**config.mk**
```make
export PLATFORM = sky130hd
export DESIGN_NAME = fmc_rewrite_ctrl
export DESIGN_NICKNAME = d
export VERILOG_FILES = /design/src/rtl/fmc_pkg.sv /design/src/rtl/fmc_id_check.sv /design/src/rtl/fmc_rewrite_ctrl.sv
export SDC_FILE = /design/constraint.sdc
export NUM_CORES = 1
export LEC_CHECK = 0
export BUFFER_PORTS_ARGS = -buffer_cell sky130_fd_sc_hd__buf_2
export CORE_MARGIN = 2
export CORE_UTILIZATION = 35
export CTS_CLUSTER_SIZE = 14
export DETAILED_ROUTE_END_ITERATION = 8
export GPL_TIMING_DRIVEN = 1
export HOLD_SLACK_MARGIN = 0.1
export PLACE_DENSITY = 0.64
export SKIP_CTS_REPAIR_TIMING = 1
export SLEW_MARGIN = 20
export SYNTH_ARGS = -nofsm -noshare
export SYNTH_HDL_FRONTEND = slang
export SYNTH_HIERARCHICAL = 1
export SYNTH_SLANG_ARGS = --single-unit
```
**constraint.sdc**
```tcl
create_clock -name clock_in -period 7.7 [get_ports clock_in]
set_input_delay 0.385 -clock clock_in [delete_from_list [all_inputs] [get_ports clock_in]]
set_output_delay 0.385 -clock clock_in [all_outputs]
set_load 0.01 [all_outputs]
```
**src/rtl/fmc_pkg.sv**
```systemverilog
// Constants, types and register map of the flash rewrite mode control.
// Assumes one 100 MHz clock and an asynchronous active-high reset.
//
// Overview of operation
// - Wrong ID code blocks flash access in serial programming mode.
// - Wrong option-select word blocks parallel programming flash access.
// - Rewrite enable forces area expansion to one; clearing restores it.
// - Area-expansion writes during rewrite stay pending until rewrite ends.
// - Rewrite mode holds area select and area expansion at one.
// - Reset or listed interrupts suspend program, erase, lock-bit program.
package fmc_pkg;

    // ------------------------------------------------------------
    // Register offsets (byte addresses, one word each)
    // ------------------------------------------------------------
    localparam logic [7:0] OFS_FLASH_CTRL = 8'h00;
    localparam logic [7:0] OFS_PROC_MODE  = 8'h04;
    localparam logic [7:0] OFS_FLASH_CMD  = 8'h08;
    localparam logic [7:0] OFS_ID_KEY_LO  = 8'h0C;
    localparam logic [7:0] OFS_ID_KEY_HI  = 8'h10;
    localparam logic [7:0] OFS_ACCESS     = 8'h14;

    // ------------------------------------------------------------
    // Field positions
    // ------------------------------------------------------------
    localparam int CTRL_REWRITE_EN  = 0;
    localparam int CTRL_FLASH_EXEC  = 1;
    localparam int CTRL_DF_WAIT     = 2;
    localparam int CTRL_READY       = 3;
    localparam int CTRL_SUSPENDED   = 4;
    localparam int CTRL_IGNORED     = 5;
    localparam int PM_AREA_SELECT   = 0;
    localparam int PM_AREA_EXPAND   = 3;
    localparam int PM_WAIT_STATE    = 7;
    localparam int ACC_SERIAL_OK    = 0;
    localparam int ACC_PARALLEL_OK  = 1;

    // ------------------------------------------------------------
    // Reset values and keys
    // ------------------------------------------------------------
    localparam logic [31:0] RESET_WORD    = 32'h0000_0000;
    localparam logic [7:0]  OFS_UNLOCK    = 8'hFF;
    localparam int          ID_BYTES      = 7;
    localparam int          ID_W          = 8 * ID_BYTES;

    // ------------------------------------------------------------
    // Timing: time of one automatic operation
    // ------------------------------------------------------------
    localparam int CLK_MHZ        = 100;
    localparam int OP_TIME_NS     = 640;
    localparam int OP_CYCLES      = (OP_TIME_NS * CLK_MHZ + 999) / 1000;
    localparam int CNT_W          = 16;

    // ------------------------------------------------------------
    // Commands and states
    // ------------------------------------------------------------
    typedef enum logic [7:0] {
        FMC_CMD_PROGRAM    = 8'h01,
        FMC_CMD_ERASE      = 8'h02,
        FMC_CMD_LOCK_PROG  = 8'h03,
        FMC_CMD_LOCK_READ  = 8'h04,
        FMC_CMD_BLANK      = 8'h05
    } fmc_cmd_t;

    typedef enum logic [0:0] {
        FMC_IDLE = 1'b0,
        FMC_BUSY = 1'b1
    } fmc_state_t;

    // Events that break off an automatic operation
    typedef struct packed {
        logic nmi;
        logic watchdog;
        logic osc_stop;
        logic volt_mon1;
        logic volt_mon2;
    } fmc_susp_t;

endpackage : fmc_pkg

```
**src/rtl/fmc_id_check.sv**
```systemverilog
// Registered comparison of programmer keys against stored lock words.
// Assumes the stored words are stable copies read from the vector area.
`timescale 1ns/1ps
module fmc_id_check (
    input  wire logic                    clock_in,
    input  wire logic                    reset_in,
    input  wire logic [fmc_pkg::ID_W-1:0] stored_id_in,
    input  wire logic [fmc_pkg::ID_W-1:0] key_in,
    input  wire logic [7:0]              option_word_in,
    output logic                         serial_ok_out,
    output logic                         parallel_ok_out
);

    // ------------------------------------------------------------
    // Lock decisions
    // ------------------------------------------------------------
    // Locked out of reset until the first compare has run
    always_ff @(posedge clock_in or posedge reset_in) begin
        if (reset_in) begin
            serial_ok_out   <= 1'b0;
            parallel_ok_out <= 1'b0;
        end else begin
            serial_ok_out   <= (stored_id_in == key_in);
            parallel_ok_out <= (option_word_in == fmc_pkg::OFS_UNLOCK);
        end
    end

endmodule : fmc_id_check

```
**src/rtl/fmc_rewrite_ctrl.sv**
```systemverilog
// Flash rewrite mode control: rewrite enable, forced memory-map bits,
// command acceptance, suspension and programming-mode lockout.
// Assumes a plain register port and software that obeys the usage notes.
//
// Local design decisions: the plain strobed port and the address map.
`timescale 1ns/1ps
module fmc_rewrite_ctrl #(
    parameter int OP_CYCLES = fmc_pkg::OP_CYCLES
) (
    input  wire logic                     clock_in,
    input  wire logic                     reset_in,
    input  wire logic [7:0]               addr_in,
    input  wire logic [31:0]              wr_data_in,
    input  wire logic                     wr_in,
    input  wire logic                     rd_in,
    output logic      [31:0]              rd_data_out,
    input  wire fmc_pkg::fmc_susp_t       susp_in,
    input  wire logic [fmc_pkg::ID_W-1:0] stored_id_in,
    input  wire logic [7:0]               option_word_in,
    input  wire logic                     serial_mode_in,
    input  wire logic                     parallel_mode_in,
    output logic                          flash_ready_flag_out,
    output logic                          op_start_out,
    output logic      [7:0]               op_cmd_out,
    output logic                          op_abort_out,
    output logic                          flash_area_select_out,
    output logic                          internal_area_expand_out,
    output logic                          wait_state_out,
    output logic                          serial_access_out,
    output logic                          parallel_access_out
);

    // ------------------------------------------------------------
    // Storage
    // ------------------------------------------------------------
    logic                     cpu_rewrite_enable;
    logic                     flash_executed_rewrite_mode;
    logic                     data_flash_wait_bit;
    logic                     general_wait_state_bit;
    logic                     area_select_user;
    logic                     expand_user;
    logic                     expand_pend;
    logic                     pend_valid;
    logic                     suspended;
    logic                     cmd_ignored;
    logic [fmc_pkg::ID_W-1:0] id_key;
    logic [fmc_pkg::CNT_W-1:0] busy_cnt;
    logic [7:0]               cur_cmd;
    logic                     serial_ok;
    logic                     parallel_ok;
    fmc_pkg::fmc_state_t      state;

    logic wr_ctrl;
    logic wr_pm;
    logic wr_cmd;
    logic susp_hit;
    logic cmd_known;
    logic suspendable;

    // Register selects
    assign wr_ctrl   = wr_in && (addr_in == fmc_pkg::OFS_FLASH_CTRL);
    assign wr_pm     = wr_in && (addr_in == fmc_pkg::OFS_PROC_MODE);
    assign wr_cmd    = wr_in && (addr_in == fmc_pkg::OFS_FLASH_CMD);
    assign susp_hit  = |susp_in;
    assign cmd_known = (wr_data_in[7:0] >= fmc_pkg::FMC_CMD_PROGRAM)
                    && (wr_data_in[7:0] <= fmc_pkg::FMC_CMD_BLANK);
    // Read lock status and blank check run on through an interrupt
    assign suspendable = (cur_cmd == fmc_pkg::FMC_CMD_PROGRAM)
                      || (cur_cmd == fmc_pkg::FMC_CMD_ERASE)
                      || (cur_cmd == fmc_pkg::FMC_CMD_LOCK_PROG);

    // ------------------------------------------------------------
    // Rewrite control bits
    // ------------------------------------------------------------
    // Mode select is frozen while rewrite is enabled to keep it coherent
    always_ff @(posedge clock_in or posedge reset_in) begin
        if (reset_in) begin
            cpu_rewrite_enable  <= 1'b0;
            flash_executed_rewrite_mode <= 1'b0;
            data_flash_wait_bit <= 1'b0;
        end else if (wr_ctrl) begin
            cpu_rewrite_enable  <= wr_data_in[fmc_pkg::CTRL_REWRITE_EN];
            data_flash_wait_bit <= wr_data_in[fmc_pkg::CTRL_DF_WAIT];
            if (!cpu_rewrite_enable) begin
                flash_executed_rewrite_mode <=
                    wr_data_in[fmc_pkg::CTRL_FLASH_EXEC];
            end
        end
    end

    // ------------------------------------------------------------
    // Processor mode bits with pending expansion write
    // ------------------------------------------------------------
    // Expansion value survives rewrite mode; expansion writes then only land in pending
    always_ff @(posedge clock_in or posedge reset_in) begin
        if (reset_in) begin
            general_wait_state_bit <= 1'b0;
            area_select_user       <= 1'b0;
            expand_user            <= 1'b0;
            expand_pend            <= 1'b0;
            pend_valid             <= 1'b0;
        end else begin
            if (wr_pm) begin
                general_wait_state_bit <= wr_data_in[fmc_pkg::PM_WAIT_STATE];
                area_select_user <= wr_data_in[fmc_pkg::PM_AREA_SELECT];
            end
            if (wr_pm && cpu_rewrite_enable) begin
                expand_pend <= wr_data_in[fmc_pkg::PM_AREA_EXPAND];
                pend_valid  <= 1'b1;
            end else if (wr_pm) begin
                expand_user <= wr_data_in[fmc_pkg::PM_AREA_EXPAND];
            end else if (!cpu_rewrite_enable && pend_valid) begin
                expand_user <= expand_pend;
                pend_valid  <= 1'b0;
            end
        end
    end

    // Forced memory-map outputs and wait state, one cycle behind the bits
    always_ff @(posedge clock_in or posedge reset_in) begin
        if (reset_in) begin
            flash_area_select_out    <= 1'b0;
            internal_area_expand_out <= 1'b0;
            wait_state_out           <= 1'b0;
        end else begin
            flash_area_select_out <= cpu_rewrite_enable | area_select_user;
            internal_area_expand_out <= cpu_rewrite_enable | expand_user;
            wait_state_out <= general_wait_state_bit | data_flash_wait_bit;
        end
    end

    // ------------------------------------------------------------
    // Command sequencer
    // ------------------------------------------------------------
    // A new command during a busy operation is ignored, not queued
    always_ff @(posedge clock_in or posedge reset_in) begin
        if (reset_in) begin
            state                <= fmc_pkg::FMC_IDLE;
            busy_cnt             <= '0;
            cur_cmd              <= 8'h00;
            flash_ready_flag_out <= 1'b1;
            op_start_out         <= 1'b0;
            op_abort_out         <= 1'b0;
        end else begin
            op_start_out <= 1'b0;
            op_abort_out <= 1'b0;
            case (state)
                fmc_pkg::FMC_IDLE: begin
                    if (wr_cmd && cmd_known && cpu_rewrite_enable) begin
                        state                <= fmc_pkg::FMC_BUSY;
                        cur_cmd              <= wr_data_in[7:0];
                        busy_cnt <= fmc_pkg::CNT_W'(OP_CYCLES - 1);
                        flash_ready_flag_out <= 1'b0;
                        op_start_out         <= 1'b1;
                    end
                end
                fmc_pkg::FMC_BUSY: begin
                    if (susp_hit && suspendable) begin
                        state                <= fmc_pkg::FMC_IDLE;
                        flash_ready_flag_out <= 1'b1;
                        op_abort_out         <= 1'b1;
                    end else if (busy_cnt == '0) begin
                        state                <= fmc_pkg::FMC_IDLE;
                        flash_ready_flag_out <= 1'b1;
                    end else begin
                        busy_cnt <= busy_cnt - 1'b1;
                    end
                end
                default: begin
                    state                <= fmc_pkg::FMC_IDLE;
                    flash_ready_flag_out <= 1'b1;
                end
            endcase
        end
    end

    assign op_cmd_out = cur_cmd;

    // Sticky flags: set wins over a write-one clear
    always_ff @(posedge clock_in or posedge reset_in) begin
        if (reset_in) begin
            suspended   <= 1'b0;
            cmd_ignored <= 1'b0;
        end else begin
            if (state == fmc_pkg::FMC_BUSY && susp_hit && suspendable) begin
                suspended <= 1'b1;
            end else if (wr_ctrl && wr_data_in[fmc_pkg::CTRL_SUSPENDED]) begin
                suspended <= 1'b0;
            end
            if (wr_cmd && (!cpu_rewrite_enable || !cmd_known)) begin
                cmd_ignored <= 1'b1;
            end else if (wr_ctrl && wr_data_in[fmc_pkg::CTRL_IGNORED]) begin
                cmd_ignored <= 1'b0;
            end
        end
    end

    // ------------------------------------------------------------
    // Programming-mode lockout
    // ------------------------------------------------------------
    always_ff @(posedge clock_in or posedge reset_in) begin
        if (reset_in) begin
            id_key <= '0;
        end else if (wr_in && addr_in == fmc_pkg::OFS_ID_KEY_LO) begin
            id_key[31:0] <= wr_data_in;
        end else if (wr_in && addr_in == fmc_pkg::OFS_ID_KEY_HI) begin
            id_key[fmc_pkg::ID_W-1:32] <= wr_data_in[fmc_pkg::ID_W-33:0];
        end
    end

    fmc_id_check fmc_id_check_i (
        .clock_in        (clock_in),
        .reset_in        (reset_in),
        .stored_id_in    (stored_id_in),
        .key_in          (id_key),
        .option_word_in  (option_word_in),
        .serial_ok_out   (serial_ok),
        .parallel_ok_out (parallel_ok)
    );

    // Access grant only in the matching programming mode
    always_ff @(posedge clock_in or posedge reset_in) begin
        if (reset_in) begin
            serial_access_out   <= 1'b0;
            parallel_access_out <= 1'b0;
        end else begin
            serial_access_out   <= serial_mode_in && serial_ok;
            parallel_access_out <= parallel_mode_in && parallel_ok;
        end
    end

    // ------------------------------------------------------------
    // Read port
    // ------------------------------------------------------------
    // Data stand only in the cycle after the strobe; unmapped read zero
    always_ff @(posedge clock_in or posedge reset_in) begin
        if (reset_in) begin
            rd_data_out <= fmc_pkg::RESET_WORD;
        end else begin
            rd_data_out <= fmc_pkg::RESET_WORD;
            if (rd_in) begin
                case (addr_in)
                    fmc_pkg::OFS_FLASH_CTRL: begin
                        rd_data_out <= {26'h000_0000, cmd_ignored, suspended,
                            flash_ready_flag_out, data_flash_wait_bit,
                            flash_executed_rewrite_mode, cpu_rewrite_enable};
                    end
                    fmc_pkg::OFS_PROC_MODE: begin
                        rd_data_out <= {24'h00_0000, general_wait_state_bit,
                            3'h0, internal_area_expand_out, 2'h0,
                            flash_area_select_out};
                    end
                    fmc_pkg::OFS_FLASH_CMD: begin
                        rd_data_out <= {24'h00_0000, cur_cmd};
                    end
                    fmc_pkg::OFS_ACCESS: begin
                        rd_data_out <= {30'h0000_0000, parallel_ok, serial_ok};
                    end
                    default: begin
                        rd_data_out <= fmc_pkg::RESET_WORD;
                    end
                endcase
            end
        end
    end

    // ------------------------------------------------------------
    // Assertions
    // ------------------------------------------------------------
    property p_expand_forced;
        @(posedge clock_in) disable iff (reset_in)
        cpu_rewrite_enable |=> internal_area_expand_out;
    endproperty
    a_expand_forced: assert property (p_expand_forced)
        else $error("area expansion not forced in rewrite");

    property p_pending_held;
        @(posedge clock_in) disable iff (reset_in)
        (wr_pm && cpu_rewrite_enable) |=> $stable(expand_user);
    endproperty
    a_pending_held: assert property (p_pending_held)
        else $error("expansion write applied during rewrite");

    property p_select_forced;
        @(posedge clock_in) disable iff (reset_in)
        cpu_rewrite_enable [*2] |-> flash_area_select_out
            && internal_area_expand_out;
    endproperty
    a_select_forced: assert property (p_select_forced)
        else $error("map bits not held at one in rewrite");

    property p_suspend;
        @(posedge clock_in) disable iff (reset_in)
        (state == fmc_pkg::FMC_BUSY && susp_hit && suspendable)
            |=> flash_ready_flag_out && op_abort_out && suspended;
    endproperty
    a_suspend: assert property (p_suspend)
        else $error("operation not suspended");

    property p_cmd_gate;
        @(posedge clock_in) disable iff (reset_in)
        (wr_cmd && !cpu_rewrite_enable) |=> !op_start_out && cmd_ignored;
    endproperty
    a_cmd_gate: assert property (p_cmd_gate)
        else $error("command accepted with rewrite disabled");

    property p_serial_lock;
        @(posedge clock_in) disable iff (reset_in)
        serial_access_out |-> $past(serial_mode_in) && $past(serial_ok);
    endproperty
    a_serial_lock: assert property (p_serial_lock)
        else $error("serial access granted without key match");

    property p_parallel_lock;
        @(posedge clock_in) disable iff (reset_in)
        parallel_access_out |-> $past(parallel_ok, 1)
            && $past(option_word_in, 2) == fmc_pkg::OFS_UNLOCK;
    endproperty
    a_parallel_lock: assert property (p_parallel_lock)
        else $error("parallel access granted with wrong option word");

endmodule : fmc_rewrite_ctrl

```
==> results of run 1 <==
[state kept, by name, indices dropped and copies added (netlist names), 8 cells and up]
name         count
busy_cnt        16
id_key          56
rd_data_out      8
op_cmd_out       8
[power by group through the flow]
stage	logic [W]	clock network [W]	registers, W
2_1_floorplan	0.0000745	0	0.000612
3_3_place_gp	0.000114	0	0.000615
3_5_place_dp	0.000118	0	0.000616
4_1_cts	0.000119	0.000513	0.000604
5_1_grt	0.000133	0.000537	0.000607
6_report	0.000117	0.000496	0.000604
[per-stage QoR]
step / total power (W) / cell area, um2 / hold WS [ns] / utilization (%)
finish: 0.001217 / 6529 / 0.2443 / 43.11
global route: 0.001276 / 6529 / 0.2453 / 43.11
CTS: 0.001236 / 6516 / -0.1138 / 43.02
detailed placement: 0.0007340 / 6195 / 0.2707 / 40.90
global placement: 0.0007289 / 6195 / 0.2680 / 40.90
floorplan: 0.0006865 / 5480 / 0.1262 / -
[metal layers]
metal | wire, um | vias to the layer above | track usage (%) | part of all wire, %
li1 | - | 1835 | - | -
met1 | 5592 | 1862 | 20.87 | 44
met2 | 5763 | 149 | 25.95 | 46
met3 | 1015 | 16 | 5.134 | 8.1
met4 | 216 | 0 | 5.947 | 1.7
met5 | 0 | - | 0 | 0
[how the worst max path moves through the flow]
stage          slack, ns                from  cells after the start                to
3_5_place_dp        5.37       wr_data_in[4]                      6      busy_cnt[11]
3_3_place_gp        5.48       wr_data_in[4]                      6       busy_cnt[7]
5_1_grt             5.15  cpu_rewrite_enable                      5      busy_cnt[11]
6_report            5.39  cpu_rewrite_enable                      5      busy_cnt[11]
2_1_floorplan       4.50            reset_in                      1  area_select_user
4_1_cts             5.38  cpu_rewrite_enable                      5      busy_cnt[11]
[kinds of logic (layout without fill, tap and decap cells)]
group | count (synthesis) | count (layout) | share of synthesized area [%]
AND/OR/NAND/NOR | 132 | 132 | 15.12
flip-flops | 109 | 109 | 50.59
multiplexers | 76 | 76 | 15.56
XOR/XNOR | 56 | 56 | 9.093
buffers and inverters | 42 | 165 | 4.871
AO/OA/AOI/OAI | 32 | 32 | 4.222
adder cells (fa/ha/maj) | 2 | 2 | 0.4639
other | 1 | 24 | 0.06952
[cells in the final DEF, fill, tap and decap left out, drive strengths merged, types with 3 or more instances in the layout]
master	n
buf	141
dfrtp	108
mux2	63
xor2	56
nand2	29
conb	24
nor2	22
nor4	21
mux2i	13
clkbuf	12
nor3	11
and2	8
inv	7
nand4	7
o311ai	7
a21oi	6
o41ai	6
o21ai	6
nand3	5
nor2b	4
or3	4
or4	4
nand4b	3
or2	3
nor4b	3
[layout make-up]
type | count | area, um2 | share of cell area (%)
clock buffers | 12 | 266.5 | 4.082
clock inverters | 4 | 55.05 | 0.8432
inverters | 7 | 28.78 | 0.4408
multi-input cells | 322 | 2491 | 38.16
flip-flops and latches | 109 | 2729 | 41.80
well taps | 188 | 235.2 | 3.603
repair buffers | 142 | 723.2 | 11.08
[worst reg2reg max path, cell delays in order (launching register included)]
cell and delay (ns):
dfrtp_1 0.51, nor4b_1 0.40, nand4b_1 0.20, or3_1 0.63
o311ai_0 0.25, o41ai_1 0.16
==> flow_metrics.py, run 1 <==
metrics = {
    "pwr": {
        "total_leakage_power_nw": 3.453,
        "internal-power_w": 0.0009255,
        "peakVddDrop_mv": 0.09874,
        "pwr-share-comb_pct": 9.6,
        "power.share.switching_pct": 23.93,
        "power_density_nw_per_um2": 186.4,
        "p_sw_w": 0.0002912,
        "share_seq_of_total_power_pct": 49.6,
        "clkPwrFrac_pct": 40.7,
    },
    "logic_synthesis": {
        "yosysSeqAreaShare_pct": 50.59,
        "avgSynthCellArea_um2": 11.99,
        "synth_seq_cells": 109,
        "synthFlopType": "dfrtp_1",
        "yosys.area.top_type": "dfrtp_1",
        "yosysMostFrequentCell": "dfrtp_1",
        "syn_inst": 450,
        "syn_area_um2": 5394,
        "synthTopCellsByCount": "108 x dfrtp_1, 56 x xor2_1, 42 x mux2_2",
        "yosys_warnings": 6,
        "yosys-top-cells-area": "dfrtp_1 50%, xor2_1 9.1%, mux2_2 8.8%",
        "synth_top_area_share_pct": 50.10,
        "ys_async_sr_fraction_pct": 100.0,
        "yosys.cell_types.count": 53,
        "synth_edf_count": 0,
    },
    "route": {
        "via_count": 3862,
        "viasPerCell": 4.926,
        "wl_per_cell_um": 16.06,
        "routed_wl_um": 12590,
        "post-route-drc-count": 0,
        "drtAntennaViolNets": 0,
        "drt_pass1_iterations": 4,
        "drt_iter0_drc": 226,
    },
    "placement": {
        "dp_hpwl_um": 9424,
        "dp_cells": 767,
        "routabilityCongestion": 0.7517,
        "dp_slack_ns": 5.370,
        "io_buffer_count": 138,
    },
    "cells_and_area": {
        "stdcell_count": 784,
        "n_antenna_cell": 0,
        "drive_above_1_share_pct": 36.74,
        "nFillCells": 1434,
        "nNetsFinal": 708,
        "syn_to_final_growth_pct": 21.04,
    },
    "die": {
        "die_area_um2": 16420,
        "num_rows": 45,
        "initial_core_util_pct": 35.61,
        "fp.dieH_um": 128.1,
        "core-area_um2": 15150,
        "die_w_um": 128.1,
        "pin_count": 163,
    },
    "critical_path": {
        "crit_family": "simple AND/OR/NAND/NOR gates",
        "crit_path_top_delay_cell": "or3_1",
        "max_stage_delay_ns": 0.63,
        "path_class": "reg -> reg",
        "critPathRequiredTime_ns": 7.91,
        "arrival_ns": 2.51,
        "worstPathCellList": "nor4b_1 > nand4b_1 > or3_1 > o311ai_0 > o41ai_1",
        "r2r-end": "busy_cnt[11]",
        "ff2ff_path_depth": 5,
        "path_buf_inv": 0,
        "start_kind": "flip-flop",
        "r2r_start": "cpu_rewrite_enable",
        "regToRegSetupSlack_ns": 5.39,
        "path_max_fanout": 20,
        "endpoint_kind": "flip-flop",
    },
    "global_route": {
        "grt_max_degree": 55,
        "grt_use_total_pct": 16.28,
        "grt_pass1_wl_um": 20530,
        "gr-total-overflow": 0,
        "antenna_found_initial": 1,
        "first_global_vias": 4050,
    },
    "run": {
        "cap_viol_max_count": 0,
    },
    "timing": {
        "rsz0062_at_grt": "false",
        "relSlewSlack_pct": 53.66,
        "final.setup_skew_ns": 0.01096,
        "max_freq_mhz": 433.5,
        "hold_viol": 0,
        "setup_viol": 0,
        "post-route-period-util_pct": 29.96,
        "timing.final.ws_setup_ns": 5.393,
        "worst_pin_slew_ns": 0.6951,
        "min_period_ns": 2.307,
        "tns_ns": 0,
        "drv_slew": 0,
    },
    "cts": {
        "cts.sinks": 109,
        "htreeDepth": 3,
        "insertion_delay_ns": 0.35,
        "cts_tree": "built",
        "path_clk_slew_ns": 0.08,
        "clock_path_buffers": 2,
        "numCtsBuffers": 9,
        "root_buffer": "clkbuf_16",
    },
    "worst_hold_path": {
        "min-delay-path-class": "in -> reg",
        "min_to": "parallel_access_out",
        "hold_path_depth": 2,
        "worstHoldStart": "parallel_mode_in",
    },
    "run_status": {
        "status": "finished clean",
    },
}
Power figures use the tool's default switching activity.
==> run 2, diff against run 1 <==
- ABC_AREA: unset -> 1
- PLACE_DENSITY: 0.64 -> 0.65
- clock period: 7.7 -> 2 ns (I/O delays scaled with it)
==> flow_metrics.py, run 2 <==
metrics = {
    "logic_synthesis": {
        "syn_inst": 802,
        "syn_area_um2": 5906,
        "synth_xor_area_share_pct": 5.636,
        "yosys.cell_types.count": 32,
        "synth_seq_cells": 109,
        "ys_async_sr_fraction_pct": 100.0,
        "synthTopCellsByCount": "267 x nand2_1, 108 x dfrtp_1, 105 x inv_1",
        "synth_edf_count": 0,
        "yosysSeqAreaShare_pct": 46.21,
        "yosys.area.top_type": "dfrtp_1",
        "synth_compound_area_share_pct": 6.568,
        "yosysMostFrequentCell": "nand2_1",
        "synth_top_family_by_area": "simple AND/OR/NAND/NOR gates",
        "synthSimpleGateAreaFrac_pct": 29.60,
        "synth.area.mux_share_pct": 0,
        "avgSynthCellArea_um2": 7.364,
        "yosys_warnings": 6,
        "synthFlopType": "dfrtp_1",
        "yosys-top-cells-area": "dfrtp_1 46%, nand2_1 17%, inv_1 6.7%",
        "synth-adder-area-share_pct": 0.4237,
        "synth_top_area_share_pct": 45.76,
    },
    "critical_path": {
        "critPathRequiredTime_ns": 2.23,
        "path_max_fanout": 1,
        "max_stage_delay_ns": 0.55,
        "arrival_ns": 1.93,
        "crit_path_top_delay_cell": "dlygate4sd3_1",
        "path_class": "in -> reg",
        "endpoint_kind": "flip-flop",
        "worstPathCellList": "dlygate4sd3_1 > buf_2 > nand4_1 > dlygate4sd3_1 > nor2_1 > dlygate4sd3_1",
        "path_common_cell": "dlygate4sd3_1",
        "start_kind": "input port",
    },
    "global_route": {
        "first_global_vias": 4753,
        "grt_pass1_wl_um": 23450,
        "gr-total-overflow": 0,
        "grt_use_total_pct": 16.60,
        "antenna_found_initial": 2,
        "grt_max_degree": 49,
    },
    "cells_and_area": {
        "drive_above_1_share_pct": 19.31,
        "regMostFlops": "id_key",
        "syn_to_final_growth_pct": 25.04,
        "reg_top3": "id_key: 56 flops, busy_cnt: 16 flops",
        "stdcell_count": 1202,
        "final_common_cell": "nand2_1",
        "mostFrequentLayoutCells": "267 x nand2_1, 138 x buf_2, 108 x dfrtp_1",
        "nNetsFinal": 1091,
        "nFillCells": 1678,
        "largest_reg_flops": 56,
    },
    "die": {
        "num_rows": 47,
        "die_w_um": 133.9,
        "core-area_um2": 16520,
        "pin_count": 163,
        "die_area_um2": 17930,
        "fp.dieH_um": 133.9,
        "initial_core_util_pct": 35.74,
    },
    "pwr": {
        "power.share.switching_pct": 25.64,
        "power_density_nw_per_um2": 611.9,
        "pwr-share-comb_pct": 11.1,
        "share_seq_of_total_power_pct": 51.2,
        "internal-power_w": 0.003360,
        "p_sw_w": 0.001159,
        "peakVddDrop_mv": 0.4133,
        "total_leakage_power_nw": 4.072,
        "clkPwrFrac_pct": 37.7,
    },
    "cts": {
        "cts_tree": "built",
        "path_clk_slew_ns": 0.08,
        "root_buffer": "clkbuf_16",
        "htreeDepth": 3,
        "insertion_delay_ns": 0.36,
        "cts.sinks": 109,
        "clock_path_buffers": 2,
        "numCtsBuffers": 9,
    },
    "timing": {
        "tns_ns": 0,
        "post-route-period-util_pct": 84.74,
        "hold_viol": 0,
        "drv_slew": 0,
        "final.setup_skew_ns": 0.01015,
        "setup_viol": 0,
        "rsz0062_at_grt": "false",
        "max_freq_mhz": 590.0,
        "min_period_ns": 1.695,
    },
    "placement": {
        "dp_hpwl_um": 11210,
        "io_buffer_count": 138,
        "dp_cells": 1151,
        "routabilityCongestion": 0.8585,
    },
    "route": {
        "viasPerCell": 4.344,
        "post-route-drc-count": 0,
        "routed_wl_um": 14700,
        "drtAntennaViolNets": 0,
        "drt_iter0_drc": 251,
        "wl_per_cell_um": 12.23,
        "drt_pass1_iterations": 4,
        "via_count": 5221,
    },
    "run": {
        "cap_viol_max_count": 0,
    },
    "worst_hold_path": {
        "min-delay-path-class": "in -> reg",
    },
    "run_status": {
        "status": "finished clean",
    },
}
==> run 2: per-layer routing <==
layer  GRT usage [%]  wire length [um]  part of all wire [%]
met5               0                 0                     0
met4           4.433               199                   1.4
met3           4.611               856                   5.8
met2           27.72              7008                    48
met1           21.24              6634                    45
==> run 2: cells by family (layout without fill, tap and decap cells) <==
logic type,Yosys count,after routing
XOR/XNOR,38,38
adder cells (fa/ha/maj),2,2
buffers and inverters,152,306
AND/OR/NAND/NOR,423,423
AO/OA/AOI/OAI,77,77
other,1,27
flip-flops,109,109
==> run 2: worst max-delay path: cells and delay by family <==
kind / cells / cell delay (ns)
and+or+nand+nor: 2 / 0.09
buffers and inverters: 4 / 1.74
==> run 2: path summary, 6_finish.rpt <==
check / slack, ns / start / depth (start not counted) / end
worst max-delay path: 0.31 / option_word_in[4] / 6 / fmc_id_check_i/parallel_ok_out
worst min-delay path: 0.06 / wr_data_in[5] / 3 / id_key[5]
worst max register to register: 0.37 / busy_cnt[0] / 9 / busy_cnt[15]
worst min register to register: 0.46 / area_select_user / 1 / flash_area_select_out
max in group asynchronous: 1.00 / reset_in / 4 / id_key[41]
min in group asynchronous: 0.20 / reset_in / 3 / fmc_id_check_i/serial_ok_out
==> run 2: metrics by stage <==
stage	instance area, um2	hold slack (ns)	setup slack [ns]	utilization [%]	power (W)
2_1_floorplan	5996	-0.1588	0.5703	-	0.002641
3_3_place_gp	6779	-0.01284	0.4215	41.02	0.002808
3_5_place_dp	6779	-0.007394	0.3686	41.02	0.002818
4_1_cts	7057	-0.3866	0.3623	42.70	0.004530
5_1_grt	7380	0.1021	0.1504	44.66	0.004738
6_report	7385	0.06441	0.3052	44.69	0.004519
==> run 2: cell type report <==
class                   count  area [um2]  area share, %
well taps                 220       275.3          3.728
diodes                      3       7.507         0.1017
clock buffers              10       229.0          3.101
repair buffers            179        1091          14.77
inverters                 111       420.4          5.693
multi-input cells         564        2584          34.99
clock inverters             6       48.80         0.6608
flip-flops and latches    109        2729          36.95
==> run 2: power groups by stage <==
stage / registers (W) / logic [W] / clock network (W)
after CTS: 0.00232 / 0.000462 / 0.00175
final: 0.00232 / 0.000501 / 0.00170
after global placement: 0.00236 / 0.000451 / 0
after detailed placement: 0.00236 / 0.000459 / 0
after global routing: 0.00232 / 0.000573 / 0.00184
after floorplan: 0.00235 / 0.000292 / 0
